$ cat config.mk
export PLATFORM = sky130hd
export DESIGN_NAME = pic_ctrl
export DESIGN_NICKNAME = d
export VERILOG_FILES = /design/src/rtl/pic_edge_det.v /design/src/rtl/pic_ctrl.v
export VERILOG_INCLUDE_DIRS = /design/src /design/src/rtl
export SDC_FILE = /design/constraint.sdc
export NUM_CORES = 1
export LEC_CHECK = 0
export BUFFER_PORTS_ARGS = -buffer_cell sky130_fd_sc_hd__clkbuf_2
export CORE_MARGIN = 2
export CORE_UTILIZATION = 35
export CTS_BUF_LIST = sky130_fd_sc_hd__clkbuf_8
export DETAILED_ROUTE_END_ITERATION = 8
export REMOVE_ABC_BUFFERS = 1
export SYNTH_ARGS = -nofsm -noshare
export SYNTH_HDL_FRONTEND = slang
export SYNTH_SLANG_ARGS = --single-unit
$ cat constraint.sdc
create_clock -name clk_sys -period 3.42 [get_ports clk_sys]
set_clock_uncertainty 0.1 [all_clocks]
set_input_delay 0.342 -clock clk_sys [delete_from_list [all_inputs] [get_ports clk_sys]]
set_output_delay 0.342 -clock clk_sys [all_outputs]
set_load 0.05 [all_outputs]
$ cat src/rtl/pic_defines.vh
/*
  Constants for the prioritized interrupt controller: source indices,
  vector addresses, acceptance sequence states.
  Assumes inclusion by bare name from the design files.
*/
`ifndef PIC_DEFINES_VH
`define PIC_DEFINES_VH

// ----------------------------------------------------------------
// Source indices (ascending index = falling priority)
// ----------------------------------------------------------------
`define PIC_NSRC 16
`define PIC_SRC_EXT_A 4'h0
`define PIC_SRC_SCLSDA 4'h1
`define PIC_SRC_EXT_B 4'h2
`define PIC_SRC_EXT_C 4'h3
`define PIC_SRC_EXT_D 4'h4
`define PIC_SRC_I2C 4'h5
`define PIC_SRC_TMR_X 4'h6
`define PIC_SRC_TMR_Y 4'h7
`define PIC_SRC_TMR_1 4'h8
`define PIC_SRC_TMR_2 4'h9
`define PIC_SRC_SER_RX 4'ha
`define PIC_SRC_SER_TX 4'hb
`define PIC_SRC_CNT_A 4'hc
`define PIC_SRC_CNT_B 4'hd
`define PIC_SRC_ADC 4'he
`define PIC_SRC_BREAK 4'hf

// ----------------------------------------------------------------
// Vectors: low byte addresses; high byte is low plus one
// ----------------------------------------------------------------
`define PIC_VEC_RESET 16'hfffc
`define PIC_VEC_FIRST 16'hfffa
`define PIC_VEC_STEP 16'h0002
`define PIC_VEC_HI_OFS 16'h0001

// ----------------------------------------------------------------
// Acceptance sequence states (one-hot)
// ----------------------------------------------------------------
`define PIC_ST_IDLE 7'h01
`define PIC_ST_PUSH_PCH 7'h02
`define PIC_ST_PUSH_PCL 7'h04
`define PIC_ST_PUSH_PS 7'h08
`define PIC_ST_FETCH_LO 7'h10
`define PIC_ST_FETCH_HI 7'h20
`define PIC_ST_DONE 7'h40

`endif

$ cat src/rtl/pic_edge_det.v
/*
  Edge detector for one external interrupt pin: two-stage synchroniser
  and rising/falling edge selection.
  Assumes the pin is asynchronous to clk_sys; one clock, sync reset.
*/
`timescale 1ns/1ps
`default_nettype none

module pic_edge_det (
  // Clock and reset
  input wire clk_sys,
  input wire reset,
  // Pin and selection
  input wire pin_in,
  input wire fall_sel,
  // One-cycle pulse on the selected edge
  output reg edge_pulse
);

  reg meta_r;
  reg sync_r;
  reg last_r;
  reg [2:0] arm_r;

  // ----------------------------------------------------------------
  // Synchroniser, then compare with previous sample
  // ----------------------------------------------------------------
  always @(posedge clk_sys) begin
    if (reset) begin
      meta_r <= 1'b0;
      sync_r <= 1'b0;
      last_r <= 1'b0;
      arm_r <= 3'h0;
      edge_pulse <= 1'b0;
    end else begin
      meta_r <= pin_in;
      sync_r <= meta_r;
      last_r <= sync_r;
      // No pulse until both compare stages hold real pin samples after reset
      arm_r <= {arm_r[1:0], 1'b1};
      edge_pulse <= arm_r[2] & (fall_sel ? (last_r & ~sync_r) : (~last_r & sync_r));
    end
  end

endmodule // pic_edge_det

`default_nettype wire

$ cat src/rtl/pic_ctrl.v
/*
  Prioritized interrupt controller: request latches, enables, global
  mask, fixed-priority choice, acceptance sequence with stack push and
  two-byte vector fetch.
  Assumes the core grants bus cycles with core_ack and returns vector
  bytes on vec_data in the cycle of core_ack.
*/
`timescale 1ns/1ps
`default_nettype none
`include "pic_defines.vh"

module pic_ctrl (
  // Clock and reset
  input wire clk_sys,
  input wire reset,
  // External pins
  input wire ext_pin_irq_a,
  input wire ext_pin_irq_b,
  input wire ext_pin_irq_c,
  input wire ext_pin_irq_d,
  input wire counter_pin_a,
  input wire counter_pin_b,
  input wire scl_in,
  input wire sda_in,
  // Edge and source selection (1 selects falling edge)
  input wire [5:0] edge_fall_sel,
  input wire sclsda_fall_sel,
  input wire sclsda_use_sda,
  // Internal event pulses
  input wire i2c_done,
  input wire [3:0] timer_underflow,
  input wire serial_mode,
  input wire ser_rx_done,
  input wire ser_tx_done,
  input wire ser_tx_empty,
  input wire ser_tx_on_empty,
  input wire adc_done,
  input wire software_break_op,
  // Software access to enables, latches and mask
  input wire [15:0] enable_wr_data,
  input wire enable_wr,
  input wire [15:0] request_clr,
  input wire mask_set,
  input wire mask_clr,
  // Core handshake
  input wire core_ack,
  input wire [7:0] vec_data,
  input wire [15:0] core_pc,
  input wire [7:0] core_ps,
  // Status and core drive
  output reg [15:0] request_r,
  output reg [15:0] enable_r,
  output reg mask_r,
  output reg busy_r,
  output reg [3:0] src_r,
  output reg bus_req_r,
  output reg bus_wr_r,
  output reg [15:0] bus_addr_r,
  output reg [7:0] bus_wdata_r,
  output reg stack_dec_r,
  output reg pc_load_r,
  output reg [15:0] pc_new_r,
  output reg reset_vec_r
);

  // ----------------------------------------------------------------
  // Local state
  // ----------------------------------------------------------------
  localparam [6:0] ST_IDLE = `PIC_ST_IDLE;
  localparam [6:0] ST_PUSH_PCH = `PIC_ST_PUSH_PCH;
  localparam [6:0] ST_PUSH_PCL = `PIC_ST_PUSH_PCL;
  localparam [6:0] ST_PUSH_PS = `PIC_ST_PUSH_PS;
  localparam [6:0] ST_FETCH_LO = `PIC_ST_FETCH_LO;
  localparam [6:0] ST_FETCH_HI = `PIC_ST_FETCH_HI;
  localparam [6:0] ST_DONE = `PIC_ST_DONE;

  reg [6:0] state_r;
  reg [6:0] state_nxt;
  reg [15:0] pc_save_r;
  reg [7:0] ps_save_r;
  reg [7:0] vec_lo_r;
  reg [15:0] vec_base_r;
  reg fresh_r;
  reg sclsda_pin_r;
  reg sclsda_sel_r;
  reg sclsda_fall_r;

  wire [5:0] pin_edge;
  wire sclsda_edge;
  reg [15:0] event_set;
  reg [15:0] qualified;
  reg any_q;
  reg [3:0] win;
  reg [15:0] accept_clr;

  // Low vector address of a source index
  function [15:0] vec_low;
    input [3:0] idx;
    begin
      vec_low = `PIC_VEC_FIRST - ({12'h000, idx} * `PIC_VEC_STEP);
    end
  endfunction

  // ----------------------------------------------------------------
  // Edge detection for the six pins and the line-edge source
  // ----------------------------------------------------------------
  wire [5:0] pins = {counter_pin_b, counter_pin_a, ext_pin_irq_d,
                     ext_pin_irq_c, ext_pin_irq_b, ext_pin_irq_a};
  genvar g;
  generate
    for (g = 0; g < 6; g = g + 1) begin : g_pin
      pic_edge_det u_det (
        .clk_sys(clk_sys),
        .reset(reset),
        .pin_in(pins[g]),
        .fall_sel(edge_fall_sel[g]),
        .edge_pulse(pin_edge[g])
      );
    end
  endgenerate

  // Line-edge source pin chosen by the selection bit
  always @(posedge clk_sys) begin
    if (reset) begin
      sclsda_pin_r <= sclsda_use_sda ? sda_in : scl_in; // No false edge at release
    end else begin
      sclsda_pin_r <= sclsda_use_sda ? sda_in : scl_in;
    end
  end

  pic_edge_det u_sclsda (
    .clk_sys(clk_sys),
    .reset(reset),
    .pin_in(sclsda_pin_r),
    .fall_sel(sclsda_fall_sel),
    .edge_pulse(sclsda_edge)
  );

  // Selection changes, remembered to raise a side-effect request
  always @(posedge clk_sys) begin
    if (reset) begin
      sclsda_sel_r <= sclsda_use_sda; // Live selection is no change
      sclsda_fall_r <= sclsda_fall_sel;
    end else begin
      sclsda_sel_r <= sclsda_use_sda;
      sclsda_fall_r <= sclsda_fall_sel;
    end
  end

  // ----------------------------------------------------------------
  // Event mapping onto request latch positions
  // ----------------------------------------------------------------
  always @* begin
    event_set = 16'h0000;
    event_set[`PIC_SRC_EXT_A] = pin_edge[0];
    event_set[`PIC_SRC_SCLSDA] = sclsda_edge |
      (sclsda_sel_r ^ sclsda_use_sda) | (sclsda_fall_r ^ sclsda_fall_sel);
    event_set[`PIC_SRC_EXT_B] = pin_edge[1];
    event_set[`PIC_SRC_EXT_C] = pin_edge[2];
    event_set[`PIC_SRC_EXT_D] = pin_edge[3];
    event_set[`PIC_SRC_I2C] = i2c_done;
    event_set[`PIC_SRC_TMR_X] = timer_underflow[0];
    event_set[`PIC_SRC_TMR_Y] = timer_underflow[1];
    event_set[`PIC_SRC_TMR_1] = timer_underflow[2];
    event_set[`PIC_SRC_TMR_2] = timer_underflow[3];
    event_set[`PIC_SRC_SER_RX] = serial_mode & ser_rx_done;
    event_set[`PIC_SRC_SER_TX] = serial_mode &
      (ser_tx_on_empty ? ser_tx_empty : ser_tx_done);
    event_set[`PIC_SRC_CNT_A] = pin_edge[4];
    event_set[`PIC_SRC_CNT_B] = pin_edge[5];
    event_set[`PIC_SRC_ADC] = adc_done;
    event_set[`PIC_SRC_BREAK] = software_break_op;
  end

  // ----------------------------------------------------------------
  // Qualification and fixed-priority choice
  // ----------------------------------------------------------------
  always @* begin : qual_blk
    integer i;
    qualified = request_r & enable_r & {16{~mask_r}};
    qualified[`PIC_SRC_BREAK] = request_r[`PIC_SRC_BREAK];
    any_q = |qualified;
    win = 4'h0;
    for (i = `PIC_NSRC - 1; i >= 0; i = i - 1) begin
      if (qualified[i]) begin
        win = i[3:0];
      end
    end
  end

  // ----------------------------------------------------------------
  // Enables, request latches and global mask
  // ----------------------------------------------------------------
  always @(posedge clk_sys) begin
    if (reset) begin
      enable_r <= 16'h0000;
      request_r <= 16'h0000;
      mask_r <= 1'b1;
    end else begin
      if (enable_wr) begin
        enable_r <= enable_wr_data;
      end
      // Set wins over clear; a latch holds until cleared
      request_r <= (request_r & ~request_clr & ~accept_clr) | event_set;
      if (state_r == ST_PUSH_PS && core_ack) begin
        mask_r <= 1'b1;
      end else if (mask_clr) begin
        mask_r <= 1'b0;
      end else if (mask_set) begin
        mask_r <= 1'b1;
      end
    end
  end

  // Accepted source cleared at acceptance; the reset fetch takes no latch
  always @* begin
    accept_clr = 16'h0000;
    if (state_r == ST_IDLE && any_q && !fresh_r) begin
      accept_clr[win] = 1'b1;
    end
  end

  // ----------------------------------------------------------------
  // Acceptance sequence: next state
  // ----------------------------------------------------------------
  always @* begin
    state_nxt = state_r;
    case (state_r)
      ST_IDLE: begin
        if (fresh_r || any_q) begin
          state_nxt = fresh_r ? ST_FETCH_LO : ST_PUSH_PCH;
        end
      end
      ST_PUSH_PCH: begin
        if (core_ack) begin
          state_nxt = ST_PUSH_PCL;
        end
      end
      ST_PUSH_PCL: begin
        if (core_ack) begin
          state_nxt = ST_PUSH_PS;
        end
      end
      ST_PUSH_PS: begin
        if (core_ack) begin
          state_nxt = ST_FETCH_LO;
        end
      end
      ST_FETCH_LO: begin
        if (core_ack) begin
          state_nxt = ST_FETCH_HI;
        end
      end
      ST_FETCH_HI: begin
        if (core_ack) begin
          state_nxt = ST_DONE;
        end
      end
      ST_DONE: begin
        state_nxt = ST_IDLE;
      end
      default: begin
        state_nxt = ST_IDLE;
      end
    endcase
  end

  // ----------------------------------------------------------------
  // Acceptance sequence: registers and core drive
  // ----------------------------------------------------------------
  always @(posedge clk_sys) begin
    if (reset) begin
      state_r <= ST_IDLE;
      fresh_r <= 1'b1;
      pc_save_r <= 16'h0000;
      ps_save_r <= 8'h00;
      vec_lo_r <= 8'h00;
      vec_base_r <= `PIC_VEC_RESET;
      busy_r <= 1'b0;
      src_r <= 4'h0;
      bus_req_r <= 1'b0;
      bus_wr_r <= 1'b0;
      bus_addr_r <= 16'h0000;
      bus_wdata_r <= 8'h00;
      stack_dec_r <= 1'b0;
      pc_load_r <= 1'b0;
      pc_new_r <= 16'h0000;
      reset_vec_r <= 1'b0;
    end else begin
      state_r <= state_nxt;
      stack_dec_r <= 1'b0;
      pc_load_r <= 1'b0;
      case (state_nxt)
        ST_PUSH_PCH: begin
          bus_req_r <= 1'b1;
          bus_wr_r <= 1'b1;
          bus_wdata_r <= core_pc[15:8];
        end
        ST_PUSH_PCL: begin
          bus_req_r <= 1'b1;
          bus_wr_r <= 1'b1;
          bus_wdata_r <= pc_save_r[7:0];
        end
        ST_PUSH_PS: begin
          bus_req_r <= 1'b1;
          bus_wr_r <= 1'b1;
          bus_wdata_r <= ps_save_r;
        end
        ST_FETCH_LO: begin
          bus_req_r <= 1'b1;
          bus_wr_r <= 1'b0;
          bus_addr_r <= vec_base_r;
        end
        ST_FETCH_HI: begin
          bus_req_r <= 1'b1;
          bus_wr_r <= 1'b0;
          bus_addr_r <= vec_base_r + `PIC_VEC_HI_OFS;
        end
        default: begin
          bus_req_r <= 1'b0;
          bus_wr_r <= 1'b0;
        end
      endcase
      // Push steps each decrement the stack pointer
      if (core_ack && (state_r == ST_PUSH_PCH || state_r == ST_PUSH_PCL ||
                       state_r == ST_PUSH_PS)) begin
        stack_dec_r <= 1'b1;
      end
      if (state_r == ST_IDLE && state_nxt != ST_IDLE) begin
        busy_r <= 1'b1;
        fresh_r <= 1'b0;
        reset_vec_r <= fresh_r;
        pc_save_r <= core_pc;
        ps_save_r <= core_ps;
        src_r <= fresh_r ? 4'h0 : win;
        vec_base_r <= fresh_r ? `PIC_VEC_RESET : vec_low(win);
      end
      if (state_r == ST_FETCH_LO && core_ack) begin
        vec_lo_r <= vec_data;
      end
      if (state_r == ST_FETCH_HI && core_ack) begin
        pc_load_r <= 1'b1;
        pc_new_r <= {vec_data, vec_lo_r};
      end
      if (state_r == ST_DONE) begin
        busy_r <= 1'b0;
        reset_vec_r <= 1'b0;
      end
    end
  end

endmodule // pic_ctrl

`default_nettype wire

**Word-level counts from Yosys, hierarchy flattened**

Cells that the tools add are included.

- Register bits after elaboration: 183
- Latch bits: 0
- Memory bits (writable): 0
- Memory bits (read-only): 0
- Bits of input ports: 98
- Logic and storage cells: 203
- Memories: 0

- Add/subtract/negate cells: 2
- Multiply operators: 0
- Divide/modulo/power cells: 0
- Magnitude comparators: 2
- Equal/unequal tests: 13
- Shifts and indexed selects: 0
- Multiplexer cells: 53
- Bitwise operators: 49
- Reductions and logical operators: 20

Operators by type and width:

| kind | number |
|---|---|
| $mux 4 | 17 |
| $mux 7 | 6 |
| $pmux 7 s6 | 1 |
| $and 16x16->16 | 2 |
| $mux 16 | 2 |
| $not 16->16 | 2 |
| $pmux 16 s2 | 1 |
| $and 15x15->15 | 2 |
| $pmux 8 s3 | 1 |
| $and 1x1->1 | 23 |
| $mux 1 | 23 |
| $add 16x1->16 const B | 1 |
| $or 16x16->16 | 1 |
| $reduce_or 16->1 | 1 |
| $not 1->1 | 15 |
| $eq 7x2->1 const B | 2 |
| $eq 7x3->1 const B | 2 |
| $eq 7x4->1 const B | 2 |
| $eq 7x5->1 const B | 2 |
| $eq 7x6->1 const B | 2 |
| $logic_and 1x1->1 | 8 |
| $eq 7x1->1 const B | 1 |
| $eq 7x7->1 const B | 1 |
| $ne 7x1->1 const B | 1 |
| other kinds (14) | 20 |

**Logic depth before layout (Yosys ltp)**

Gate-level depths: netlist of the first run.

- Depth in word-level cells: 25
- Mapped depth: 9
- Mapped depth without buffers: 9

**Cells and area by module**

A second synthesis of the first run with hierarchy kept.

- Cell total of the unflattened synthesis: 660
- Area total of the unflattened synthesis: 6371.1 um^2

By module, submodules not included:

| module | times used | cells an instance | area an instance (um^2) |
|---|---|---|---|
| pic_ctrl | 1 | 548 | 4961.0 |
| pic_edge_det | 7 | 16 | 201.4 |

**Worst setup path before layout of the first run**

OpenSTA, ideal clock, no wires.

- Kind: flip-flop to flip-flop
- From: register enable_r[10]
- To: register bus_wdata_r[0]
- Setup time: 0.143 ns
- Arrival time: 2.163 ns
- Slack: 1.014 ns
- Cell stages (with the launch flop): 9
- Buffers on the path: 2
- Period minus slack after synthesis: 2.406 ns
- Cells stage by stage: dfxtp_1 -> nand2_1 -> a31oi_1 -> nor4_2 -> or2_1 -> buf_2 -> o21ai_2 -> buf_6 -> a211oi_2

- Longest elaborated chain between the ends: 8

RTL lines:

| item | line | source |
|---|---|---|
| start: declaration | pic_ctrl.v:52 | `output reg [15:0] enable_r,` |
| start signal: assignment | pic_ctrl.v:201 | `enable_r <= enable_wr_data;` |
| $and 15x15->15 * (2 in series) | pic_ctrl.v:180 | `qualified = request_r & enable_r & {16{~mask_r}};` |
| $reduce_or 16->1 * | pic_ctrl.v:182 | `any_q = \|qualified;` |
| $logic_or 1x1->1 * | pic_ctrl.v:230 | `if (fresh_r \|\| any_q) begin` |
| $mux 7 * | pic_ctrl.v:230 |  |
| $pmux 7 s6 * | pic_ctrl.v:228 | `case (state_r)` |
| $eq 7x4->1, or another cell as far along | pic_ctrl.v:293 | `case (state_nxt)` |
| $pmux 8 s3 / $reduce_bool 3->1 (equally long branches) | n/a |  |
| end signal: assignment | pic_ctrl.v:297 | `bus_wdata_r <= core_pc[15:8];` |
| end signal: assignment | pic_ctrl.v:302 | `bus_wdata_r <= pc_save_r[7:0];` |
| end signal: assignment | pic_ctrl.v:307 | `bus_wdata_r <= ps_save_r;` |
| end: declaration | pic_ctrl.v:59 | `output reg [7:0] bus_wdata_r,` |

Every way passes the cells marked *; elsewhere a longest branch is shown, timed or not.
A chain may end at the register's enable or synchronous reset.

**Worst setup path after layout of the first run**

- From: register mask_r
- To: register vec_base_r[4]

- Longest elaborated chain between the ends: 19

RTL lines:

| item | line | source |
|---|---|---|
| start: declaration | pic_ctrl.v:53 | `output reg mask_r,` |
| start signal: assignment | pic_ctrl.v:198 | `mask_r <= 1'b1;` |
| start signal: assignment | pic_ctrl.v:206 | `mask_r <= 1'b1;` |
| start signal: assignment | pic_ctrl.v:208 | `mask_r <= 1'b0;` |
| $not 1->1 * | pic_ctrl.v:180 |  |
| $and 15x15->15 * | pic_ctrl.v:180 |  |
| $mux 4 (15 in series) | pic_ctrl.v:185 | `if (qualified[i]) begin` |
| $sub 4x6->7 (no source line) | n/a |  |
| $mux 16 | pic_ctrl.v:336 | `` vec_base_r <= fresh_r ? `PIC_VEC_RESET : vec_low(win); `` |
| end signal: assignment | pic_ctrl.v:278 | `` vec_base_r <= `PIC_VEC_RESET; `` |
| end signal: assignment | pic_ctrl.v:336 |  |
| end: declaration | pic_ctrl.v:82 | `reg [15:0] vec_base_r;` |

Marks and branches as above.

==> results.json, run 1 <==
{
  "fin_crit_ns": 2.67,
  "netlist_instances": 675,
  "fin_cells": 1090,
  "core_um2": 16500,
  "cts_tree": "done",
  "grt_max_degree": 56,
  "power_uw": 4430,
  "worstPathArrival_ns": 2.94,
  "ctsHtreeMaxLevel": 4,
  "synthArstFlopShare_pct": 0,
  "die_w_um": 134,
  "syn-cell-area_um2": 5880,
  "powerDensity_nw_per_um2": 587,
  "synth-edff-count": 0,
  "vias_per_cell": 4.74,
  "crit_fanout": 18,
  "grt_pass1_vias": 4864,
  "layout_commonest_cell": "clkbuf_2",
  "end_kind": "flop",
  "synth_cell_type_count": 63,
  "firstDrtPassIters": 4,
  "syn_to_final_growth_pct": 28.2,
  "diodes": 0,
  "power.switching_uw": 1460,
  "layout-drive-gt1-share_pct": 27.4,
  "cts_setup_buffers": 0,
  "nNetsFinal": 956,
  "dr_wl_met3_um": 867,
  "fin_ws_ns": 0.753,
  "clk_latency_ns": 0.44,
  "wl_um": 15300,
  "root_buffer": "clkbuf_8",
  "seq_area_frac_synth_pct": 49.4,
  "rows": 47,
  "initial_core_util_pct": 35.6,
  "wl_met1_um": 7390,
  "fin_crit_sh_pct": 78.0,
  "drt-initial-drc-count": 267,
  "top_layer": "met4",
  "cts_sinks": 145,
  "vdd_drop_max_uv": 325,
  "syn-mean-instance-area_um2": 8.71,
  "drc_errors": 0,
  "swShare_pct": 32.9,
  "n_fill_cell": 1680,
  "post_drt_wl_per_cell_um": 14.0,
  "clockBufferDepth": 2,
  "vias": 5170,
  "port_buffers": 180,
  "place_inst": 1036,
  "seqPwrFrac_pct": 43.4,
  "worstMarginPinSlew_ns": 1.07,
  "required_ns": 3.70,
  "grt_pass1_wl_um": 24900,
  "synth_seq_cells": 145,
  "hold_class": "primary input to flop",
  "dpl.hpwl_um": 10900,
  "track_usage_pct": 17.5,
  "grt_overflow": 0,
  "synth-main-ff-cell": "dfxtp_1",
  "antenna_found_initial": 0,
  "hold_slack_ns": 0.0287,
  "clkPwrFrac_pct": 33.7,
  "worst_setup_path_start_kind": "flop",
  "maxCapViolations": 0,
  "fin_util_pct": 45.6,
  "met2_wirelength_um": 6850,
  "postRouteAntennaNets": 0,
  "final_max_slew_viol_count": 0,
  "die_y_um": 134,
  "numCtsBuffers": 17,
  "io_pins": 181,
  "internal-power_uw": 2970,
  "p_comb_share_pct": 22.9,
  "relSlewSlack_pct": 28.7,
  "p_leak_uw": 0.00331,
  "crit_type": "flop to flop",
  "place_ws_ns": 0.773,
  "layout_common_cells": "clkbuf_2, dfxtp_1, nand2_1",
  "gp_congestion": 0.915,
  "yosys_warnings": 0,
  "outcome": "finished clean",
  "dieArea_um2": 17800,
  "hold_viol": 0,
  "setup_viol": 0,
  "rsz0062_at_grt": "no",
  "fmax_ghz": 0.375,
  "clkTransAtPathRegs_ns": 0.08
}
-- synth_stat cells (all sizes together), types with 9 or more instances --
master  count  area, um2
nor2       90        338
buf        19        128
nand2      99        374
o21ai      11       58.8
clkbuf     25       93.8
dfxtp     145       2900
a22oi      13        103
nor3        9       56.3
a211oi      9        108
nor2b      26        163
inv        32        120
a21oi      75        375
mux2i      29        290
-- stage by stage --
step,TNS (ns),area [um2]
finish,0,7540
detailed placement,0,6880
floorplan,-5.79,5660
CTS,0,7520
global route,0,7540
global placement,0,6880
-- cells by family after synthesis --
kind of cell	Yosys count	synth area share (%)
simple gates	264	21.1
mux	31	5.32
compound gates	152	17.2
buf+inv	76	5.81
fa+ha+maj	1	0.213
flops	145	49.4
xor+xnor	6	0.894
-- final timing paths --
path | from | endpoint | slack [ns] | depth (start not counted)
setup / recovery | mask_r | vec_base_r[4] | 0.75 | 7
hold / removal | enable_wr_data[15] | enable_r[15] | 0.03 | 3
hold reg to reg | g_pin[0].u_det.edge_pulse | request_r[0] | 0.34 | 2
setup reg to reg | mask_r | vec_base_r[4] | 0.75 | 7
-- power by group through the flow --
stage	clock, uW	combinational [uW]	sequential (uW)
2_1_floorplan	0	377	2270
3_3_place_gp	0	995	1960
3_5_place_dp	0	1000	1960
4_1_cts	1540	1020	1920
5_1_grt	1610	1100	1940
6_report	1490	1010	1920
-- area by class of cell --
class	instances	area, um2	share of cell area, %
Clock buffer	20	275	3.65
Clock inverter	12	165	2.19
Inverter	32	120	1.59
Multi-Input combinational cell	454	2640	35.0
Sequential cell	145	2900	38.5
Tap cell	220	275	3.65
Timing Repair Buffer	207	1160	15.4
-- flip-flops by register name (all words and copies together), names as in the netlist, 3 cells and up --
register                count
u_sclsda.arm_r              3
ps_save_r                   8
bus_addr_r                  7
vec_lo_r                    8
pc_new_r                   16
pc_save_r                   8
state_r                     7
enable_r                   16
src_r                       4
g_pin.u_det.last_r          6
g_pin.u_det.sync_r          6
g_pin.u_det.meta_r          6
g_pin.u_det.edge_pulse      6
request_r                  16
bus_wdata_r                 8
vec_base_r                  5
-- what timing repair did --
item	in CTS	in global routing
resized for setup	0	0
hold buffers	20	2
hold endpoints to repair	20	2
-- worst max-delay path, stage by stage (launching register included) --
cell and delay (ns):
dfxtp_1 0.68, nand3b_1 0.21, o211ai_1 0.18, nor4_2 0.43, a21o_1 0.58, buf_4 0.26
nor3_1 0.06, o21ai_1 0.11
-- layer usage --
layer	global-route usage (%)	vias to the layer above
li1	-	2651
met5	0	-
met3	5.71	12
met1	23.5	2379
met4	5.38	0
met2	26.9	128
Power figures use the tool's default switching activity.
==> inputs of run 2 (changes only) <==
clock period = 2.2 ns   (was 3.42 ns; I/O delays follow)
==> run 2 against run 1 <==
Compared with the run above: design area rose by 15%; largest power group unchanged; non-clock buffer count rose by 107; wire length rose by 6.7%; highest routed layer unchanged.
==> results.json, run 2 (synthesis gave the netlist of run 1 again) <==
{
  "fin_crit_ns": 2.17,
  "antenna_found_initial": 0,
  "r2r_slack_ns": 0.03,
  "track_usage_pct": 18.5,
  "top_layer": "met4",
  "dr_wl_met3_um": 823,
  "grt_max_degree": 90,
  "crit_type": "flop to flop",
  "nNetsFinal": 1063,
  "wl_um": 16300,
  "dieArea_um2": 17800,
  "port_buffers": 180,
  "power_uw": 7220,
  "core_um2": 16500,
  "wl_met1_um": 7500,
  "rsz0062_at_grt": "yes",
  "ff2ff_path_depth": 7,
  "p_leak_uw": 0.00387,
  "end_kind": "flop",
  "drc_errors": 0,
  "gp_congestion": 0.854,
  "root_buffer": "clkbuf_8",
  "grt_pass1_wl_um": 26200,
  "required_ns": 2.41,
  "top_regs": "enable_r (16), pc_new_r (16), request_r (16)",
  "firstDrtPassIters": 5,
  "die_y_um": 134,
  "fmax_ghz": 0.461,
  "io_pins": 181,
  "fin_crit_sh_pct": 98.6,
  "setup_viol": 0,
  "layout-drive-gt1-share_pct": 31.7,
  "grt_pass1_vias": 5326,
  "clockBufferDepth": 2,
  "hold_depth": 3,
  "worstPathArrival_ns": 2.38,
  "diodes": 0,
  "ctsHtreeMaxLevel": 4,
  "post_drt_wl_per_cell_um": 13.7,
  "clkTransAtPathRegs_ns": 0.08,
  "relSlewSlack_pct": 58.8,
  "dpl.hpwl_um": 11300,
  "powerDensity_nw_per_um2": 835,
  "clk_latency_ns": 0.44,
  "crit_fanout": 5,
  "rows": 47,
  "worstReg2RegStart": "state_r[3]",
  "vias_per_cell": 4.69,
  "final_max_slew_viol_count": 0,
  "cts_tree": "done",
  "setup_tns_ns": 0,
  "syn_to_final_growth_pct": 47.2,
  "grt_overflow": 0,
  "n_fill_cell": 1548,
  "layout_common_cells": "clkbuf_2, dfxtp_1, nand2_1",
  "hold_class": "primary input to flop",
  "hold_viol": 0,
  "hp-start": "core_pc[13]",
  "met2_wirelength_um": 7740,
  "initial_core_util_pct": 35.6,
  "die_w_um": 134,
  "vias": 5613,
  "outcome": "finished clean",
  "worst_setup_path_start_kind": "flop",
  "drt-initial-drc-count": 239,
  "worstMarginPinSlew_ns": 0.616,
  "vdd_drop_max_uv": 454,
  "postRouteAntennaNets": 0,
  "hold_end": "bus_wdata_r[5]",
  "layout_commonest_cell": "clkbuf_2",
  "reg2reg_to": "request_r[12]",
  "maxCapViolations": 0,
  "numCtsBuffers": 17,
  "cts_sinks": 145
}
-- run 2: cell types whose count changed in the layout (fill, tap and decap cells not counted), moves of 2 or more --
| cell | delta |
|---|---|
| a21oi_1 | -3 |
| a21oi_2 | +2 |
| buf_12 | +4 |
| buf_4 | +48 |
| clkbuf_8 | -3 |
| clkinv_2 | +2 |
| dfxtp_1 | -3 |
| dfxtp_2 | +3 |
| dlygate4sd3_1 | +55 |
| inv_1 | -4 |
| inv_6 | +2 |
-- run 2: area by class of cell --
cell class / instances / area (um2) / area share (%)
Clock buffer: 17 / 234 / 2.71
Clock inverter: 14 / 213 / 2.46
Inverter: 32 / 120 / 1.39
Multi-Input combinational cell: 454 / 2750 / 31.8
Sequential cell: 145 / 2910 / 33.6
Tap cell: 220 / 275 / 3.18
Timing Repair Buffer: 314 / 2150 / 24.9
-- run 2: metrics by stage --
step                cell area [um2]  setup slack, ns  hold WS, ns  utilization, %  instances
global placement               7290         -0.00916        0.272            44.1       1085
CTS                            8540         -0.00293      0.00258            51.7       1193
finish                         8650           0.0302       0.0294            52.3       1196
floorplan                      5660            -1.77        0.148               -        631
global route                   8650          -0.0676      0.00695            52.3       1196
detailed placement             7290          -0.0347        0.282            44.1       1085
-- run 2: timing repair --
action / CTS / global route
resized for setup: 4 / 20
buffers inserted: 0 / 3
pin swaps: 0 / 7
hold endpoints to repair: 76 / 0
hold buffers: 77 / 0
endpoints found under the setup margin: 22 / 49
-- run 2: power breakdown --
part | switching (uW) | internal, uW | leakage (uW)
registers | 140 | 2830 | 0.00119
clock network | 1030 | 1350 | 0.000226
logic | 1180 | 692 | 0.00246
-- run 2: worst max-delay path, cell delays in order (launching register included) --
cell      delay (ns)
dfxtp_2         0.34
or3_4           0.38
nor3_4          0.18
nand3b_4        0.13
or3_4           0.37
nor4_4          0.26
nor3b_2         0.22
nor3_1          0.06
-- run 2: worst max-delay path by stage --
stage | endpoint | slack, ns | cells after the start | start
floorplan | bus_addr_r[14] | -1.77 | 2 | bus_addr_r[14]
global placement | vec_base_r[2] | -0.009 | 6 | state_r[3]
detailed placement | pc_save_r[2] | -0.03 | 6 | state_r[3]
CTS | request_r[12] | -0.003 | 7 | state_r[3]
global route | request_r[12] | -0.07 | 7 | state_r[3]
finish | request_r[12] | 0.03 | 7 | state_r[3]
-- run 2: layer usage --
metal,up-vias,global-route usage [%]
met5,-,0
met3,21,5.14
met2,150,29.9
met4,0,6.26
li1,2860,-
met1,2582,23.9
==> inputs of run 3 (changes only) <==
SETUP_SLACK_MARGIN = 0.2   (was default)
==> run 3 against run 2 <==
Compared with the run above: worst setup slack lost 0.0030 ns; fmax shrank 0.14%; highest routed layer unchanged; via count grew 7.4%; flip-flop and latch count is the same; core utilization grew 6.0 points; sequential share of layout area shrank 3.3 points; power grew 9.7%; design area grew 11%; combinational power grew 35%.
==> results.json, run 3 (synthesis gave the netlist of run 1 again) <==
{
  "fin_util_pct": 58.3,
  "io_pins": 181,
  "grt_max_degree": 90,
  "rsz0062_at_grt": "yes",
  "hold_depth": 3,
  "wl_um": 18800,
  "r2r_slack_ns": 0.03,
  "diodes": 0,
  "top_regs": "enable_r (16), pc_new_r (16), request_r (16)",
  "layout-drive-gt1-share_pct": 41.3,
  "postRouteAntennaNets": 0,
  "hold_viol": 0,
  "powerDensity_nw_per_um2": 822,
  "initial_core_util_pct": 35.6,
  "nNetsFinal": 1117,
  "port_buffers": 180,
  "die_y_um": 134,
  "track_usage_pct": 20.2,
  "crit_fanout": 5,
  "worstPathArrival_ns": 2.44,
  "cp_cell_sequence": "a22oi_2, a31oi_4, nor4_4, buf_4, or2_4, o21ai_4, buf_12, buf_12, buf_16, a211oi_2",
  "layout_common_cells": "clkbuf_2, dfxtp_1, nand2_1",
  "critical_path.top_delay_family": "compound AO/OA/AOI/OAI gates",
  "dieArea_um2": 17800,
  "place_inst": 1085,
  "vdd_drop_max_uv": 529,
  "cts_sinks": 145,
  "clockBufferDepth": 2,
  "end_kind": "flop",
  "fin_cells": 1250,
  "slowest_delay_ns": 0.33,
  "firstDrtPassIters": 5,
  "path_buf_inv": 4,
  "hold_class": "primary input to flop",
  "layout_commonest_cell": "clkbuf_2",
  "p_leak_uw": 0.00429,
  "fin_crit_ns": 2.17,
  "antenna_found_initial": 0,
  "worstReg2RegStart": "enable_r[8]",
  "required_ns": 2.47,
  "fmax_ghz": 0.460,
  "worst_setup_path_start_kind": "flop",
  "gp_congestion": 0.854,
  "final_area_um2": 9630,
  "core_um2": 16500,
  "setup_tns_ns": 0,
  "ff2ff_path_depth": 10,
  "postPlaceCellArea_um2": 7290,
  "root_buffer": "clkbuf_8",
  "setup_viol": 0,
  "final_max_slew_viol_count": 0,
  "clk_latency_ns": 0.45,
  "vias_per_cell": 4.82,
  "post_drt_wl_per_cell_um": 15.0,
  "critPathMostFrequentCell": "buf_12",
  "crit_type": "flop to flop",
  "syn_to_final_growth_pct": 63.9,
  "hold_end": "bus_wdata_r[5]",
  "fin_crit_sh_pct": 98.8,
  "drc_errors": 0,
  "outcome": "finished clean",
  "cpMaxStageDelayCell": "dfxtp_2",
  "ctsHtreeMaxLevel": 4,
  "maxCapViolations": 0,
  "grt_overflow": 0,
  "grt_pass1_wl_um": 28500,
  "drt-initial-drc-count": 298,
  "worstMarginPinSlew_ns": 0.554,
  "grt_pass1_vias": 5730,
  "reg2reg_to": "bus_wdata_r[6]",
  "rows": 47,
  "die_w_um": 134,
  "vias": 6030,
  "dpl.hpwl_um": 11300,
  "relSlewSlack_pct": 63.0,
  "clkTransAtPathRegs_ns": 0.08,
  "cts_tree": "done",
  "hp-start": "core_pc[13]",
  "numCtsBuffers": 17
}
## run 3: cell types whose count changed in the layout (fill, tap and decap cells not counted), sizes merged
cell and delta:
a21oi +1, dlygate4sd3 +3, clkbuf +2, buf +48
## run 3: through the flow
step	worst slack, ns	total power, uW	hold WS, ns
after floorplan	-1.77	4110	0.148
after global placement	-0.00916	4740	0.272
after detailed placement	-0.0347	4750	0.282
after CTS	0.0660	7590	0.00152
after global routing	-0.0515	8280	0.00593
final	0.0273	7920	0.0192
## run 3: repair_timing
item / CTS / global route
endpoints found under the hold margin: 78 / 0
pin swaps: 22 / 38
hold buffers: 80 / 0
setup buffers: 29 / 18
resized for setup: 73 / 54
setup endpoints to repair: 72 / 79
gates cloned: 4 / 3
## run 3: final cells by class
| type | count | area (um2) |
|---|---|---|
| Fill cell | 1431 | 6890 |
| Multi-Input combinational cell | 455 | 3090 |
| Sequential cell | 145 | 2920 |
| Timing Repair Buffer | 367 | 2780 |
| Tap cell | 220 | 275 |
| Clock buffer | 17 | 234 |
| Clock inverter | 14 | 213 |
| Inverter | 32 | 120 |
## run 3: per-layer routing
| metal | part of all wire [%] | up-vias | wire length (um) | GRT usage [%] |
|---|---|---|---|---|
| met5 | 0 | - | 0 | 0 |
| met4 | 1.8 | 0 | 334 | 6.21 |
| met3 | 5.7 | 31 | 1080 | 5.02 |
| met2 | 49 | 189 | 9220 | 34.2 |
| met1 | 43 | 2839 | 8170 | 25.3 |
| li1 | - | 2971 | - | - |
## run 3: power breakdown
| group | leakage (uW) | switching [uW] | internal [uW] |
|---|---|---|---|
| registers | 0.00119 | 163 | 2830 |
| clock network | 0.000226 | 1040 | 1340 |
| logic | 0.00288 | 1420 | 1120 |
## run 3: worst min-delay path, cell delays in order
cell and delay (ns):
clkbuf_2 0.08, a21oi_1 0.14, a211oi_2 0.08
## run 3: worst max path at each step
stage,start,to,slack [ns],depth (start not counted)
floorplan,bus_addr_r[14],bus_addr_r[14],-1.77,2
global placement,state_r[3],vec_base_r[2],-0.009,6
detailed placement,state_r[3],pc_save_r[2],-0.03,6
CTS,enable_r[8],bus_wdata_r[6],0.07,10
global route,request_r[12],bus_wdata_r[1],-0.05,10
finish,enable_r[8],bus_wdata_r[6],0.03,10
